==> src/hsgc_pkg.sv <==
// hsgc_pkg: constants, state types and register map of the gate control logic
// assumes a 25 MHz internal clock; comparator inputs are raw levels
package hsgc_pkg;
    localparam int CLK_MHZ = 25;
    localparam int CNT_W   = 20;
    // startup debounce time, microseconds
    localparam int DEB_US  = 100;
    localparam int DEB_CYC = DEB_US * CLK_MHZ;
    localparam int FB_US   = 1000;
    localparam int FB_CYC  = FB_US * CLK_MHZ;
    localparam int WD_US   = 2000;
    localparam int WD_CYC  = WD_US * CLK_MHZ;

    // synchronised input bit positions
    localparam int I_UVH = 0, I_UVL = 1, I_UVRST = 2, I_OV = 3;
    localparam int I_DRPG = 4, I_DRBAD = 5, I_G1ENH = 6, I_G2ENH = 7;
    localparam int I_VINOK = 8, I_VCCOK = 9, I_CLIM = 10, I_TMR = 11;
    localparam int I_SHORT = 12, I_ENLOW = 13, I_PG = 14, I_ADIO = 18;
    localparam int I_SEL0 = 22, I_SEL1 = 24, I_MODE = 26, IN_W = 28;

    // fault bits
    localparam int F_OV = 0, F_UV = 1, F_OC = 2, F_FB = 3, F_EXT = 4, F_WD = 5;
    localparam int FAULT_W = 6;
    localparam logic [5:0] F_BLOCK = 6'h3c;

    // register map
    localparam logic [7:0] A_FAULT_EN = 8'h04;
    localparam logic [7:0] A_MEAS_EN  = 8'h05;
    localparam logic [7:0] A_FAULTS   = 8'h06;
    localparam logic [7:0] A_PGIO_CFG = 8'h07;
    localparam logic [7:0] A_GPO      = 8'h08;
    localparam logic [7:0] A_ADIO_CFG = 8'h09;
    localparam logic [7:0] A_CONTROL1 = 8'h0a;
    localparam logic [7:0] A_PINS     = 8'h0b;
    localparam logic [7:0] A_EVENTS   = 8'h0c;
    localparam logic [7:0] A_MEAS     = 8'h0d;
    localparam logic [7:0] RST_BYTE   = 8'h00;
    localparam int C1_CLFLAG = 0;

    // mode pin codes and three-level codes
    localparam logic [1:0] M_PAR = 2'h0, M_SINGLE = 2'h1, M_HIGH = 2'h2, M_LOW = 2'h3;
    localparam logic [3:0] BCAST_IDX = 4'h8;
    // pin config codes: 0 normal, 1 inverted, 2 input, 3 open-drain output
    localparam logic [1:0] P_NORM = 2'h0, P_INV = 2'h1, P_IN = 2'h2, P_GPO = 2'h3;

    typedef enum logic [3:0] {
        S_OFF  = 4'h1,
        S_DEB  = 4'h2,
        S_PRIM = 4'h4,
        S_BOTH = 4'h8
    } hsgc_state_t;

    typedef struct packed {
        hsgc_state_t        st;
        logic [CNT_W-1:0]   dbCnt;
        logic [CNT_W-1:0]   fbCnt;
        logic [CNT_W-1:0]   wdCnt;
        logic               uvOk;
        logic               enPrev;
        logic               prim;
        logic               byp;
        logic               fastPd;
        logic               pgood;
        logic               tmrOut;
        logic               bcast;
        logic [6:0]         busAddr;
        logic [FAULT_W-1:0] faults;
        logic [1:0]         events;
        logic [7:0]         meas;
        logic [7:0]         faultEn;
        logic [7:0]         measEn;
        logic [7:0]         pgioCfg;
        logic [7:0]         gpo;
        logic [7:0]         adioCfg;
        logic [7:0]         ctrl1;
        logic [7:0]         rdData;
        logic [3:0]         pgOe;
        logic [3:0]         adioOe;
    } hsgc_regs_t;
endpackage

==> src/hsgc_in_if.sv <==
// hsgc_in_if: raw and synchronised input levels between top and synchroniser
// assumes both ends share one clock
`timescale 1ns/10ps
interface hsgc_in_if #(parameter int W = 8);
    logic [W-1:0] raw;
    logic [W-1:0] cooked;
    modport syncer (input raw, output cooked);
    modport user   (output raw, input cooked);
endinterface

==> src/hsgc_gate_ctrl.sv <==
// hsgc_gate_ctrl: gate sequencing, faults, power good, alert and pin config
// assumes analog comparators give levels; reset is held at supply lockout
`timescale 1ns/10ps
module hsgc_gate_ctrl #(
    parameter int         FB_CYCLES = hsgc_pkg::FB_CYC,
    parameter int         WD_CYCLES = hsgc_pkg::WD_CYC,
    parameter logic [6:0] ADDR_BASE = 7'h10 // arbitrary
) (
    input  wire logic       clk,
    input  wire logic       resetn,
    input  wire logic       undervoltage_high_in,
    input  wire logic       undervoltage_low_in,
    input  wire logic       uvDeepLow,
    input  wire logic       overvoltage_in,
    input  wire logic       drainBelowPg,
    input  wire logic       drainAboveBad,
    input  wire logic       gate1Enhanced,
    input  wire logic       gate2Enhanced,
    input  wire logic       vinUvloOk,
    input  wire logic       intvccUvloOk,
    input  wire logic       currentLimitActive,
    input  wire logic       thermalTimerTrip,
    input  wire logic       outputShort,
    input  wire logic       enable_low,
    input  wire logic [1:0] bus_address_sel0,
    input  wire logic [1:0] bus_address_sel1,
    input  wire logic [1:0] gateModeCode,
    input  wire logic [3:0] pgPinIn,
    input  wire logic [3:0] analog_digital_pins_in,
    input  wire logic [7:0] measAlarm,
    input  wire logic       regWrEn,
    input  wire logic       regRdEn,
    input  wire logic [7:0] regAddr,
    input  wire logic [7:0] regWrData,
    output logic [7:0]      regRdData,
    output logic            primary_gate_drive,
    output logic            bypass_gate_drive,
    output logic            fastPullDown,
    output logic            thermal_timer_out,
    output logic            powerGood,
    output logic            alertOut,
    output logic            alertOe,
    output logic [3:0]      pgPinOut,
    output logic [3:0]      pgPinOe,
    output logic [3:0]      adioOut,
    output logic [3:0]      adioOe,
    output logic [6:0]      busAddress,
    output logic            broadcastMode
);
    localparam int CW = hsgc_pkg::CNT_W;

    logic rstA_reg;
    logic rstB_reg;
    logic rstn;

    always_ff @(posedge clk or negedge resetn) begin
        if (!resetn) begin
            rstA_reg <= 1'b0;
            rstB_reg <= 1'b0;
        end else begin
            rstA_reg <= 1'b1;
            rstB_reg <= rstA_reg;
        end
    end
    assign rstn = rstB_reg;

    hsgc_in_if #(.W(hsgc_pkg::IN_W)) inIf ();

    assign inIf.raw = {gateModeCode, bus_address_sel1, bus_address_sel0,
                       analog_digital_pins_in, pgPinIn, !enable_low, outputShort,
                       thermalTimerTrip, currentLimitActive, intvccUvloOk,
                       vinUvloOk, gate2Enhanced, gate1Enhanced, drainAboveBad,
                       drainBelowPg, overvoltage_in, uvDeepLow,
                       undervoltage_low_in, undervoltage_high_in};

    hsgc_sync #(.W(hsgc_pkg::IN_W)) uSync (
        .clk    (clk),
        .resetn (rstn),
        .io     (inIf.syncer)
    );

    // three-level strap: 0 low, 1 open, 2 or 3 high
    function automatic logic [3:0] lvl3(input logic [1:0] c);
        return (c == 2'h0) ? 4'h0 : ((c == 2'h1) ? 4'h1 : 4'h2);
    endfunction

    // open-drain pull-low request for a configured pin
    function automatic logic pinLow(input logic [1:0] cfg, input logic pg,
                                    input logic gpoBit);
        case (cfg)
            hsgc_pkg::P_NORM: return !pg;
            hsgc_pkg::P_INV:  return pg;
            hsgc_pkg::P_GPO:  return !gpoBit;
            default:          return 1'b0;
        endcase
    endfunction

    hsgc_pkg::hsgc_regs_t r_reg;
    hsgc_pkg::hsgc_regs_t r_next;

    logic [hsgc_pkg::IN_W-1:0] s;
    logic [1:0] mode;
    logic       staged;
    logic       enLow;
    logic       allowOn;
    logic       enFall;
    logic       enRise;
    logic [hsgc_pkg::FAULT_W-1:0] fSet;
    logic       wdGood;
    logic       extFault;
    logic [3:0] addrIdx;
    logic       uvNext;

    always_comb begin
        s       = inIf.cooked;
        mode    = s[hsgc_pkg::I_MODE +: 2];
        // four gate modes from the mode pin
        staged  = (mode == hsgc_pkg::M_HIGH) || (mode == hsgc_pkg::M_LOW);
        // enable is synchronised inverted so the synchroniser's reset zeros read as disabled
        enLow   = s[hsgc_pkg::I_ENLOW];
        enFall  = enLow && !r_reg.enPrev;
        enRise  = !enLow && r_reg.enPrev;
        addrIdx = 4'((lvl3(s[hsgc_pkg::I_SEL1 +: 2]) * 4'h3)
                      + lvl3(s[hsgc_pkg::I_SEL0 +: 2]));
        // pin three watchdog input, active-low when config is 0
        wdGood  = (r_reg.pgioCfg[5:4] == hsgc_pkg::P_NORM) ?
                  !s[hsgc_pkg::I_PG + 2] : s[hsgc_pkg::I_PG + 2];
        extFault = (r_reg.pgioCfg[7:6] == hsgc_pkg::P_NORM) ?
                   !s[hsgc_pkg::I_PG + 3] :
                   ((r_reg.pgioCfg[7:6] == hsgc_pkg::P_INV) && s[hsgc_pkg::I_PG + 3]);
        // hysteresis between the two undervoltage levels
        uvNext  = (s[hsgc_pkg::I_UVH] == s[hsgc_pkg::I_UVL]) ? s[hsgc_pkg::I_UVH] : r_reg.uvOk;
        fSet = '0;
        fSet[hsgc_pkg::F_OV]  = s[hsgc_pkg::I_OV];
        fSet[hsgc_pkg::F_UV]  = r_reg.uvOk && !uvNext;
        fSet[hsgc_pkg::F_OC]  = s[hsgc_pkg::I_TMR] && r_reg.prim;
        fSet[hsgc_pkg::F_FB]  = r_reg.fbCnt == CW'(FB_CYCLES - 1);
        // pin levels read zero until the synchroniser fills; no fault before supply is up
        fSet[hsgc_pkg::F_EXT] = extFault && s[hsgc_pkg::I_VCCOK];
        fSet[hsgc_pkg::F_WD]  = r_reg.wdCnt == CW'(WD_CYCLES - 1);
    end

    always_comb begin
        r_next = r_reg;
        r_next.enPrev = enLow;
        r_next.uvOk   = uvNext;
        allowOn = enLow && s[hsgc_pkg::I_VINOK] && s[hsgc_pkg::I_VCCOK]
                  && r_reg.uvOk && !s[hsgc_pkg::I_OV]
                  && ((r_reg.faults & hsgc_pkg::F_BLOCK) == '0)
                  && !s[hsgc_pkg::I_SHORT] && !s[hsgc_pkg::I_TMR];

        // fall clears faults and both edges are events
        // deep undervoltage also clears; a new fault still wins
        if (enFall || s[hsgc_pkg::I_UVRST]) begin
            r_next.faults = '0;
        end
        if (regWrEn && regAddr == hsgc_pkg::A_FAULTS) begin
            r_next.faults = r_next.faults & ~regWrData[hsgc_pkg::FAULT_W-1:0];
        end
        r_next.faults = r_next.faults | fSet;
        if (regWrEn && regAddr == hsgc_pkg::A_EVENTS) begin
            r_next.events = r_reg.events & ~regWrData[1:0];
        end
        r_next.events = r_next.events | {enRise, enFall};
        if (regWrEn && regAddr == hsgc_pkg::A_MEAS) begin
            r_next.meas = r_reg.meas & ~regWrData;
        end
        r_next.meas = r_next.meas | measAlarm;

        // debounce restarts whenever a condition drops
        case (r_reg.st)
            hsgc_pkg::S_OFF: begin
                r_next.dbCnt = '0;
                if (allowOn) begin
                    r_next.st = hsgc_pkg::S_DEB;
                end
            end
            hsgc_pkg::S_DEB: begin
                r_next.dbCnt = r_reg.dbCnt + CW'(1);
                if (!allowOn) begin
                    r_next.st = hsgc_pkg::S_OFF;
                end else if (r_reg.dbCnt == CW'(hsgc_pkg::DEB_CYC - 1)) begin
                    r_next.st = staged ? hsgc_pkg::S_PRIM : hsgc_pkg::S_BOTH;
                end
            end
            hsgc_pkg::S_PRIM: begin
                // staged bypass waits for drain below level
                if (!allowOn) begin
                    r_next.st = hsgc_pkg::S_OFF;
                end else if (s[hsgc_pkg::I_G1ENH] && s[hsgc_pkg::I_DRPG]) begin
                    r_next.st = hsgc_pkg::S_BOTH;
                end
            end
            hsgc_pkg::S_BOTH: begin
                if (!allowOn) begin
                    r_next.st = hsgc_pkg::S_OFF;
                end
            end
            default: r_next.st = hsgc_pkg::S_OFF;
        endcase

        // enable high is part of allowOn, gates off next edge
        // parallel and single drive both gates together
        r_next.prim = (r_next.st == hsgc_pkg::S_PRIM) || (r_next.st == hsgc_pkg::S_BOTH);
        r_next.byp  = r_next.st == hsgc_pkg::S_BOTH;
        // low-stress bypass stays on under overload
        if (mode == hsgc_pkg::M_HIGH && s[hsgc_pkg::I_CLIM]) begin
            r_next.byp = 1'b0;
        end
        // fast pull-down with no delay stage
        r_next.fastPd = s[hsgc_pkg::I_SHORT];

        // failure timer and thermal timer current
        r_next.tmrOut = s[hsgc_pkg::I_DRBAD] && !s[hsgc_pkg::I_CLIM];
        r_next.fbCnt  = (s[hsgc_pkg::I_DRBAD] && r_reg.prim && !fSet[hsgc_pkg::F_FB]) ?
                        r_reg.fbCnt + CW'(1) : '0;

        // power good needs gate one enhanced, gate two too when staged, and drain low
        if (!s[hsgc_pkg::I_OV]) begin
            r_next.pgood = r_reg.byp && s[hsgc_pkg::I_DRPG] && s[hsgc_pkg::I_G1ENH]
                           && (!staged || s[hsgc_pkg::I_G2ENH]);
        end
        r_next.wdCnt = (r_reg.pgood && !wdGood && !r_reg.pgioCfg[5]
                        && !fSet[hsgc_pkg::F_WD]) ? r_reg.wdCnt + CW'(1) : '0;

        // nine addresses, one of them broadcast
        r_next.busAddr = ADDR_BASE + {3'h0, addrIdx};
        r_next.bcast   = addrIdx == hsgc_pkg::BCAST_IDX;

        // pins one and two, pin two sequenced after pin one
        r_next.pgOe[0] = pinLow(r_reg.pgioCfg[1:0], r_reg.pgood, r_reg.gpo[0]);
        r_next.pgOe[1] = pinLow(r_reg.pgioCfg[3:2], r_reg.pgood && !r_reg.pgOe[0],
                                r_reg.gpo[1]);
        // pin two flags current limit after startup
        if (r_reg.ctrl1[hsgc_pkg::C1_CLFLAG] && r_reg.pgood) begin
            r_next.pgOe[1] = s[hsgc_pkg::I_CLIM];
        end
        r_next.pgOe[2] = (r_reg.pgioCfg[5:4] == hsgc_pkg::P_GPO) && !r_reg.gpo[2];
        r_next.pgOe[3] = (r_reg.pgioCfg[7:6] == hsgc_pkg::P_GPO) && !r_reg.gpo[3];
        // analog/digital pins, cfg bit set means output
        r_next.adioOe  = r_reg.adioCfg[3:0] & ~r_reg.gpo[7:4];

        if (regWrEn) begin
            case (regAddr)
                hsgc_pkg::A_FAULT_EN: r_next.faultEn = regWrData;
                hsgc_pkg::A_MEAS_EN:  r_next.measEn  = regWrData;
                hsgc_pkg::A_PGIO_CFG: r_next.pgioCfg = regWrData;
                hsgc_pkg::A_GPO:      r_next.gpo     = regWrData;
                hsgc_pkg::A_ADIO_CFG: r_next.adioCfg = regWrData;
                hsgc_pkg::A_CONTROL1: r_next.ctrl1   = regWrData;
                default: ;
            endcase
        end
        if (regRdEn) begin
            case (regAddr)
                hsgc_pkg::A_FAULT_EN: r_next.rdData = r_reg.faultEn;
                hsgc_pkg::A_MEAS_EN:  r_next.rdData = r_reg.measEn;
                hsgc_pkg::A_FAULTS:   r_next.rdData = {2'h0, r_reg.faults};
                hsgc_pkg::A_PGIO_CFG: r_next.rdData = r_reg.pgioCfg;
                hsgc_pkg::A_GPO:      r_next.rdData = r_reg.gpo;
                hsgc_pkg::A_ADIO_CFG: r_next.rdData = r_reg.adioCfg;
                hsgc_pkg::A_CONTROL1: r_next.rdData = r_reg.ctrl1;
                hsgc_pkg::A_PINS:     r_next.rdData = {s[hsgc_pkg::I_ADIO +: 4],
                                                       s[hsgc_pkg::I_PG +: 4]};
                hsgc_pkg::A_EVENTS:   r_next.rdData = {6'h0, r_reg.events};
                hsgc_pkg::A_MEAS:     r_next.rdData = r_reg.meas;
                default:              r_next.rdData = hsgc_pkg::RST_BYTE;
            endcase
        end
    end

    always_ff @(posedge clk or negedge rstn) begin
        if (!rstn) begin
            r_reg    <= '0;
            r_reg.st <= hsgc_pkg::S_OFF;
        end else begin
            r_reg <= r_next;
        end
    end

    // short also masks the gate outputs directly
    assign primary_gate_drive = r_reg.prim && !r_reg.fastPd;
    assign bypass_gate_drive  = r_reg.byp && !r_reg.fastPd;
    assign fastPullDown       = r_reg.fastPd;
    assign thermal_timer_out  = r_reg.tmrOut;
    assign powerGood          = r_reg.pgood;
    // only enabled sources pull the alert low
    assign alertOe   = |({2'h0, r_reg.faults} & r_reg.faultEn)
                       || |(r_reg.meas & r_reg.measEn);
    assign alertOut  = 1'b0;
    assign pgPinOut  = 4'h0;
    assign pgPinOe   = r_reg.pgOe;
    assign adioOut   = 4'h0;
    assign adioOe    = r_reg.adioOe;
    assign regRdData = r_reg.rdData;
    assign busAddress    = r_reg.busAddr;
    assign broadcastMode = r_reg.bcast;

    int unsigned runLen;
    always_ff @(posedge clk or negedge rstn) begin
        if (!rstn) begin
            runLen <= 0;
        end else begin
            runLen <= allowOn ? runLen + 1 : 0;
        end
    end

    a_en_high_off: assert property (@(posedge clk) disable iff (!rstn)
        !enLow |=> !r_reg.prim && !r_reg.byp) else $error("gates on while disabled");
    a_debounce_len: assert property (@(posedge clk) disable iff (!rstn)
        $rose(r_reg.prim) |-> runLen >= hsgc_pkg::DEB_CYC) else $error("debounce short");
    a_ov_off_log: assert property (@(posedge clk) disable iff (!rstn)
        s[hsgc_pkg::I_OV] |=> !r_reg.prim && r_reg.faults[hsgc_pkg::F_OV])
        else $error("overvoltage not handled");
    a_ov_keeps_pg: assert property (@(posedge clk) disable iff (!rstn)
        s[hsgc_pkg::I_OV] |=> r_reg.pgood == $past(r_reg.pgood))
        else $error("power good moved on overvoltage");
    a_en_fall_clear: assert property (@(posedge clk) disable iff (!rstn)
        enFall |=> r_reg.events[0] && (r_reg.faults & ~$past(fSet)) == '0)
        else $error("enable fall did not clear");
    a_short_fast: assert property (@(posedge clk) disable iff (!rstn)
        s[hsgc_pkg::I_SHORT] |=> fastPullDown && !primary_gate_drive)
        else $error("short not pulled down");
    a_staged_bypass: assert property (@(posedge clk) disable iff (!rstn)
        $rose(r_reg.byp) && staged |-> $past(s[hsgc_pkg::I_DRPG] && s[hsgc_pkg::I_G1ENH]))
        else $error("bypass before primary enhanced");
    a_high_overload: assert property (@(posedge clk) disable iff (!rstn)
        mode == hsgc_pkg::M_HIGH && s[hsgc_pkg::I_CLIM] |=> !r_reg.byp)
        else $error("bypass on during overload");
    a_low_keeps_byp: assert property (@(posedge clk) disable iff (!rstn)
        mode == hsgc_pkg::M_LOW && r_reg.st == hsgc_pkg::S_BOTH && allowOn
        && $stable(mode) |=> r_reg.byp) else $error("bypass dropped");
    a_parallel_pair: assert property (@(posedge clk) disable iff (!rstn)
        mode == hsgc_pkg::M_PAR && $stable(mode) |=> r_reg.prim == r_reg.byp)
        else $error("parallel gates differ");
    a_pg_enhanced: assert property (@(posedge clk) disable iff (!rstn)
        $rose(r_reg.pgood) |-> $past(s[hsgc_pkg::I_G1ENH])) else $error("pg early");
    a_alert_enabled: assert property (@(posedge clk) disable iff (!rstn)
        (r_reg.faults & r_reg.faultEn[5:0]) == '0 && (r_reg.meas & r_reg.measEn) == '0
        |-> !alertOe) else $error("alert from disabled source");

    c_staged_on: cover property (@(posedge clk) disable iff (!rstn)
        staged ##1 $rose(r_reg.byp));
    c_parallel_on: cover property (@(posedge clk) disable iff (!rstn)
        mode == hsgc_pkg::M_PAR && $rose(r_reg.prim));
    c_ov_event: cover property (@(posedge clk) disable iff (!rstn)
        r_reg.prim ##1 s[hsgc_pkg::I_OV]);
    c_short: cover property (@(posedge clk) disable iff (!rstn) $rose(r_reg.fastPd));
endmodule // hsgc_gate_ctrl

==> src/hsgc_sync.sv <==
// hsgc_sync: two-stage synchroniser for every comparator and pin level
// assumes resetn is the already synchronised reset
`timescale 1ns/10ps
module hsgc_sync #(
    parameter int W = 8
) (
    input  wire logic    clk,
    input  wire logic    resetn,
    hsgc_in_if.syncer    io
);
    typedef struct packed {
        logic [W-1:0] s1;
        logic [W-1:0] s2;
    } hsgc_sync_t;

    hsgc_sync_t r_reg;
    hsgc_sync_t r_next;

    always_comb begin
        r_next    = r_reg;
        r_next.s1 = io.raw;
        r_next.s2 = r_reg.s1;
    end

    always_ff @(posedge clk or negedge resetn) begin
        if (!resetn) begin
            r_reg <= '0;
        end else begin
            r_reg <= r_next;
        end
    end

    assign io.cooked = r_reg.s2;
endmodule // hsgc_sync

==> config.mk <==
export PLATFORM = sky130hd
export DESIGN_NAME = hsgc_gate_ctrl
export DESIGN_NICKNAME = d
export VERILOG_FILES = /design/src/hsgc_pkg.sv /design/src/hsgc_in_if.sv /design/src/hsgc_gate_ctrl.sv /design/src/hsgc_sync.sv
export SDC_FILE = /design/constraint.sdc
export NUM_CORES = 1
export LEC_CHECK = 0
export BUFFER_PORTS_ARGS = -buffer_cell sky130_fd_sc_hd__buf_2
export CELL_PAD_IN_SITES_DETAIL_PLACEMENT = 1
export CELL_PAD_IN_SITES_GLOBAL_PLACEMENT = 1
export CORE_UTILIZATION = 30
export CTS_CLUSTER_SIZE = 12
export DETAILED_ROUTE_END_ITERATION = 10
export GPL_TIMING_DRIVEN = 0
export PLACE_DENSITY = 0.59
export SLEW_MARGIN = 20
export SYNTH_ARGS = -nofsm -noshare
export SYNTH_HDL_FRONTEND = slang
export SYNTH_HIERARCHICAL = 1
export SYNTH_SLANG_ARGS = --single-unit
==> constraint.sdc <==
create_clock -name clk -period 12.21 [get_ports clk]
set_clock_uncertainty 0.2 [all_clocks]
set_input_delay 0.6105 -clock clk [delete_from_list [all_inputs] [get_ports clk]]
set_output_delay 0.6105 -clock clk [all_outputs]
set_load 0.02 [all_outputs]
==> flow_metrics.env <==
export IMPL_outcome="completed"
export IMPL_post_cts_setup_buffers=0
export IMPL_grt_pass1_wl_um=41800
export IMPL_worstHoldStart="overvoltage_in"
export IMPL_io_buffers=82
export IMPL_routed_wl_um=25400
export IMPL_post_drt_wl_per_cell_um=18.3
export IMPL_cts_sinks=215
export IMPL_design_area_mm2=0.0116
export IMPL_synth_top_cells_by_count="214 x dfrtp_1, 56 x mux2_2, 55 x nand2_1"
export IMPL_hold_violations=0
export IMPL_drcViolationCount=0
export IMPL_cp_slowest_cell="dfrtp_1"
export IMPL_root_buffer="clkbuf_16"
export IMPL_clock_latency_ns=0.52
export IMPL_synth_edf_count=0
export IMPL_clock_path_buffers=3
export IMPL_clk_pin_slew_ns=0.06
export IMPL_ff_latch_area_mm2=0.00539
export IMPL_critPathLaunchType="flop"
export IMPL_antenna_found_initial=0
export IMPL_synth_most_common_cell="dfrtp_1"
export IMPL_cts_made_buffers=25
export IMPL_fmax_mhz=357
export IMPL_synth_async_reset_ratio_pct=100
export IMPL_n_antenna_cell=0
export IMPL_row_count=64
export IMPL_cap_violations=0
export IMPL_cp_max_fo=3
export IMPL_grt_max_degree=56
export IMPL_die_area_mm2=0.0324
export IMPL_synth_seq_area_share_pct=56.6
export IMPL_synth_area_top_cells="dfrtp_1 56%, mux2_2 6.6%, buf_4 2.5%"
export IMPL_rrSetupSlack_ns=9.78
export IMPL_routabilityCongestion=0.849
export IMPL_layout_drive_gt1_share_pct=24.3
export IMPL_drt_iter0_drc=340
export IMPL_synth_seq_cells=215
export IMPL_placed_area_mm2=0.0106
export IMPL_yosysTopAreaCell="dfrtp_1"
export IMPL_worstMarginPinSlew_ns=1.10
export IMPL_grt_usage_pct=16.1
export IMPL_setup_viol_count_final=0
export IMPL_rsz0062_at_grt="no"
export IMPL_htreeDepth=1
export IMPL_slew_headroom_pct=26.6
export IMPL_die_height_um=180
export IMPL_area_growth_pct=22.2
export IMPL_pin_count=95
export IMPL_synth_cells=823
export IMPL_start_util_pct=30.8
export IMPL_min_to="uSync/r_next[3]"
export IMPL_finalMaxSlewViolations=0
export IMPL_fin_tns_setup_ns=0
export IMPL_r2r_end="r_reg[131]"
export IMPL_hold_depth=1
export IMPL_hold_class="in -> reg"
export IMPL_rr_worst_depth=6
export IMPL_cp_required_ns=11.40
export IMPL_worstPathArrival_ns=1.99
export IMPL_drt_pass1_iterations=4
export IMPL_yosysWarnings=6
export IMPL_largest_reg_flops=132
export IMPL_n_fill_cell=3410
export IMPL_crit_start="r_reg[48]"
export IMPL_synth_top_area_share_pct=56.3
export IMPL_worstSetupPathType="reg -> out"
export IMPL_core_mm2=0.0309
export IMPL_power_density_mw_per_mm2=136
export IMPL_period_share_pct=22.9
export IMPL_ant_nets=0
export IMPL_finalCriticalPeriod_ns=2.80
export IMPL_multi_input_area_mm2=0.00370
export IMPL_regToRegStartpoint="r_reg[115]"
export IMPL_synth_main_ff_cell="dfrtp_1"
export IMPL_netlist_area_mm2=0.00951
export IMPL_p_leak_uw=0.00510
export IMPL_die_w_um=180
export IMPL_cp_cell_sequence="a22oi_1 > nand2_1 > a221oi_1 > nand4_1 > buf_2"
export IMPL_fin_nets=1036
export IMPL_synth_distinct_cells=76
export IMPL_post_dp_hpwl_um=17900
export IMPL_vdd_drop_max_mv=0.0829
export IMPL_via_per_inst=5.05
export IMPL_grt_overflow_total=0
export IMPL_dr_total_vias=6998
export IMPL_slowest_delay_ns=0.42
export IMPL_synth_avg_cell_area_um2=11.6
export IMPL_end_kind="output pin"
export IMPL_tritoncts="done"
export IMPL_first_global_vias=7416
==> area by class of cell <==
cell class / count / share of cell area, %
clock inverter: 8 / 0.624
multi-input combinational: 531 / 31.9
inverter: 23 / 0.743
sequential: 215 / 46.3
timing repair buffer: 112 / 6.59
clock buffer: 37 / 6.29
tap: 396 / 4.26
buffer: 65 / 3.28
==> layer usage <==
layer	track usage (%)	vias up	part of all wire, %	wire length, um
li1	-	3274	-	-
met1	22.5	3545	48	12200
met2	25.6	139	46	11600
met3	2.81	40	3.9	988
met4	4.58	0	2.5	629
met5	0	-	0	0
==> worst max path at each step <==
| stage | slack, ns | endpoint |
|---|---|---|
| detailed placement | 9.19 | r_reg[45] |
| finish | 9.41 | alertOe |
| global placement | 2.71 | adioOe[3] |
| floorplan | 5.58 | adioOe[0] |
| global route | 9.33 | alertOe |
| CTS | 9.41 | alertOe |
==> critical path: cells and delay by family, from the launching register on <==
family                 cells  cell delay (ns)
DFF                        1             0.42
buffers and inverters      1             0.22
AOI/OAI and AO/OA          2             0.52
and+or+nand+nor            2             0.32
==> cells by family after synthesis <==
logic type      synth area share (%)
compound gates                  10.2
xor+xnor                        2.67
fa+ha+maj                       1.00
buf+inv                         4.92
flops                           56.6
mux                             8.13
other cells                   0.0789
simple gates                    16.4
==> cells in the final DEF (no fill, tap or decap), drive strengths merged, types with 5 or more instances in the layout <==
master / count
mux2i: 12
xnor2: 13
nor3: 10
and4: 7
nor4bb: 5
o21ai: 35
nand3: 35
inv: 23
buf: 130
ha: 6
nand2: 55
a32o: 5
o31ai: 6
dlygate4sd3: 26
nand4: 29
mux2: 56
a22oi: 8
and3: 10
nor2: 45
clkbuf: 58
nor2b: 16
nor3b: 5
xor2: 16
a21oi: 24
dfrtp: 214
or3: 12
conb: 13
a21o: 8
a221oi: 7
and2: 6
nor4: 12
clkinv: 7
==> through the flow <==
stage / power, uW / worst slack (ns) / cells / util, % / hold slack (ns)
after detailed placement: 861 / 9.19 / 1316 / 34.2 / 0.134
after floorplan: 816 / 5.58 / 834 / - / 0.115
after CTS: 1610 / 9.41 / 1386 / 37.6 / 0.000233
final: 1580 / 9.41 / 1387 / 37.6 / 0.0184
after global routing: 1650 / 9.33 / 1387 / 37.6 / 0.000514
after global placement: 856 / 2.71 / 1312 / 33.8 / 0.134
==> timing repair <==
action                     4_1_cts  5_1_grt
gates resized for setup          0        0
hold endpoints to repair        26        1
hold buffers                    25        1
setup endpoints to repair        0        0
==> report_power, final <==
part	total (uW)	internal (uW)	leakage, uW	switching [uW]
clock network	729	434	0.000400	295
registers	752	735	0.00277	17.3
logic	101	44.1	0.00193	57.1
Power figures use the tool's default switching activity.
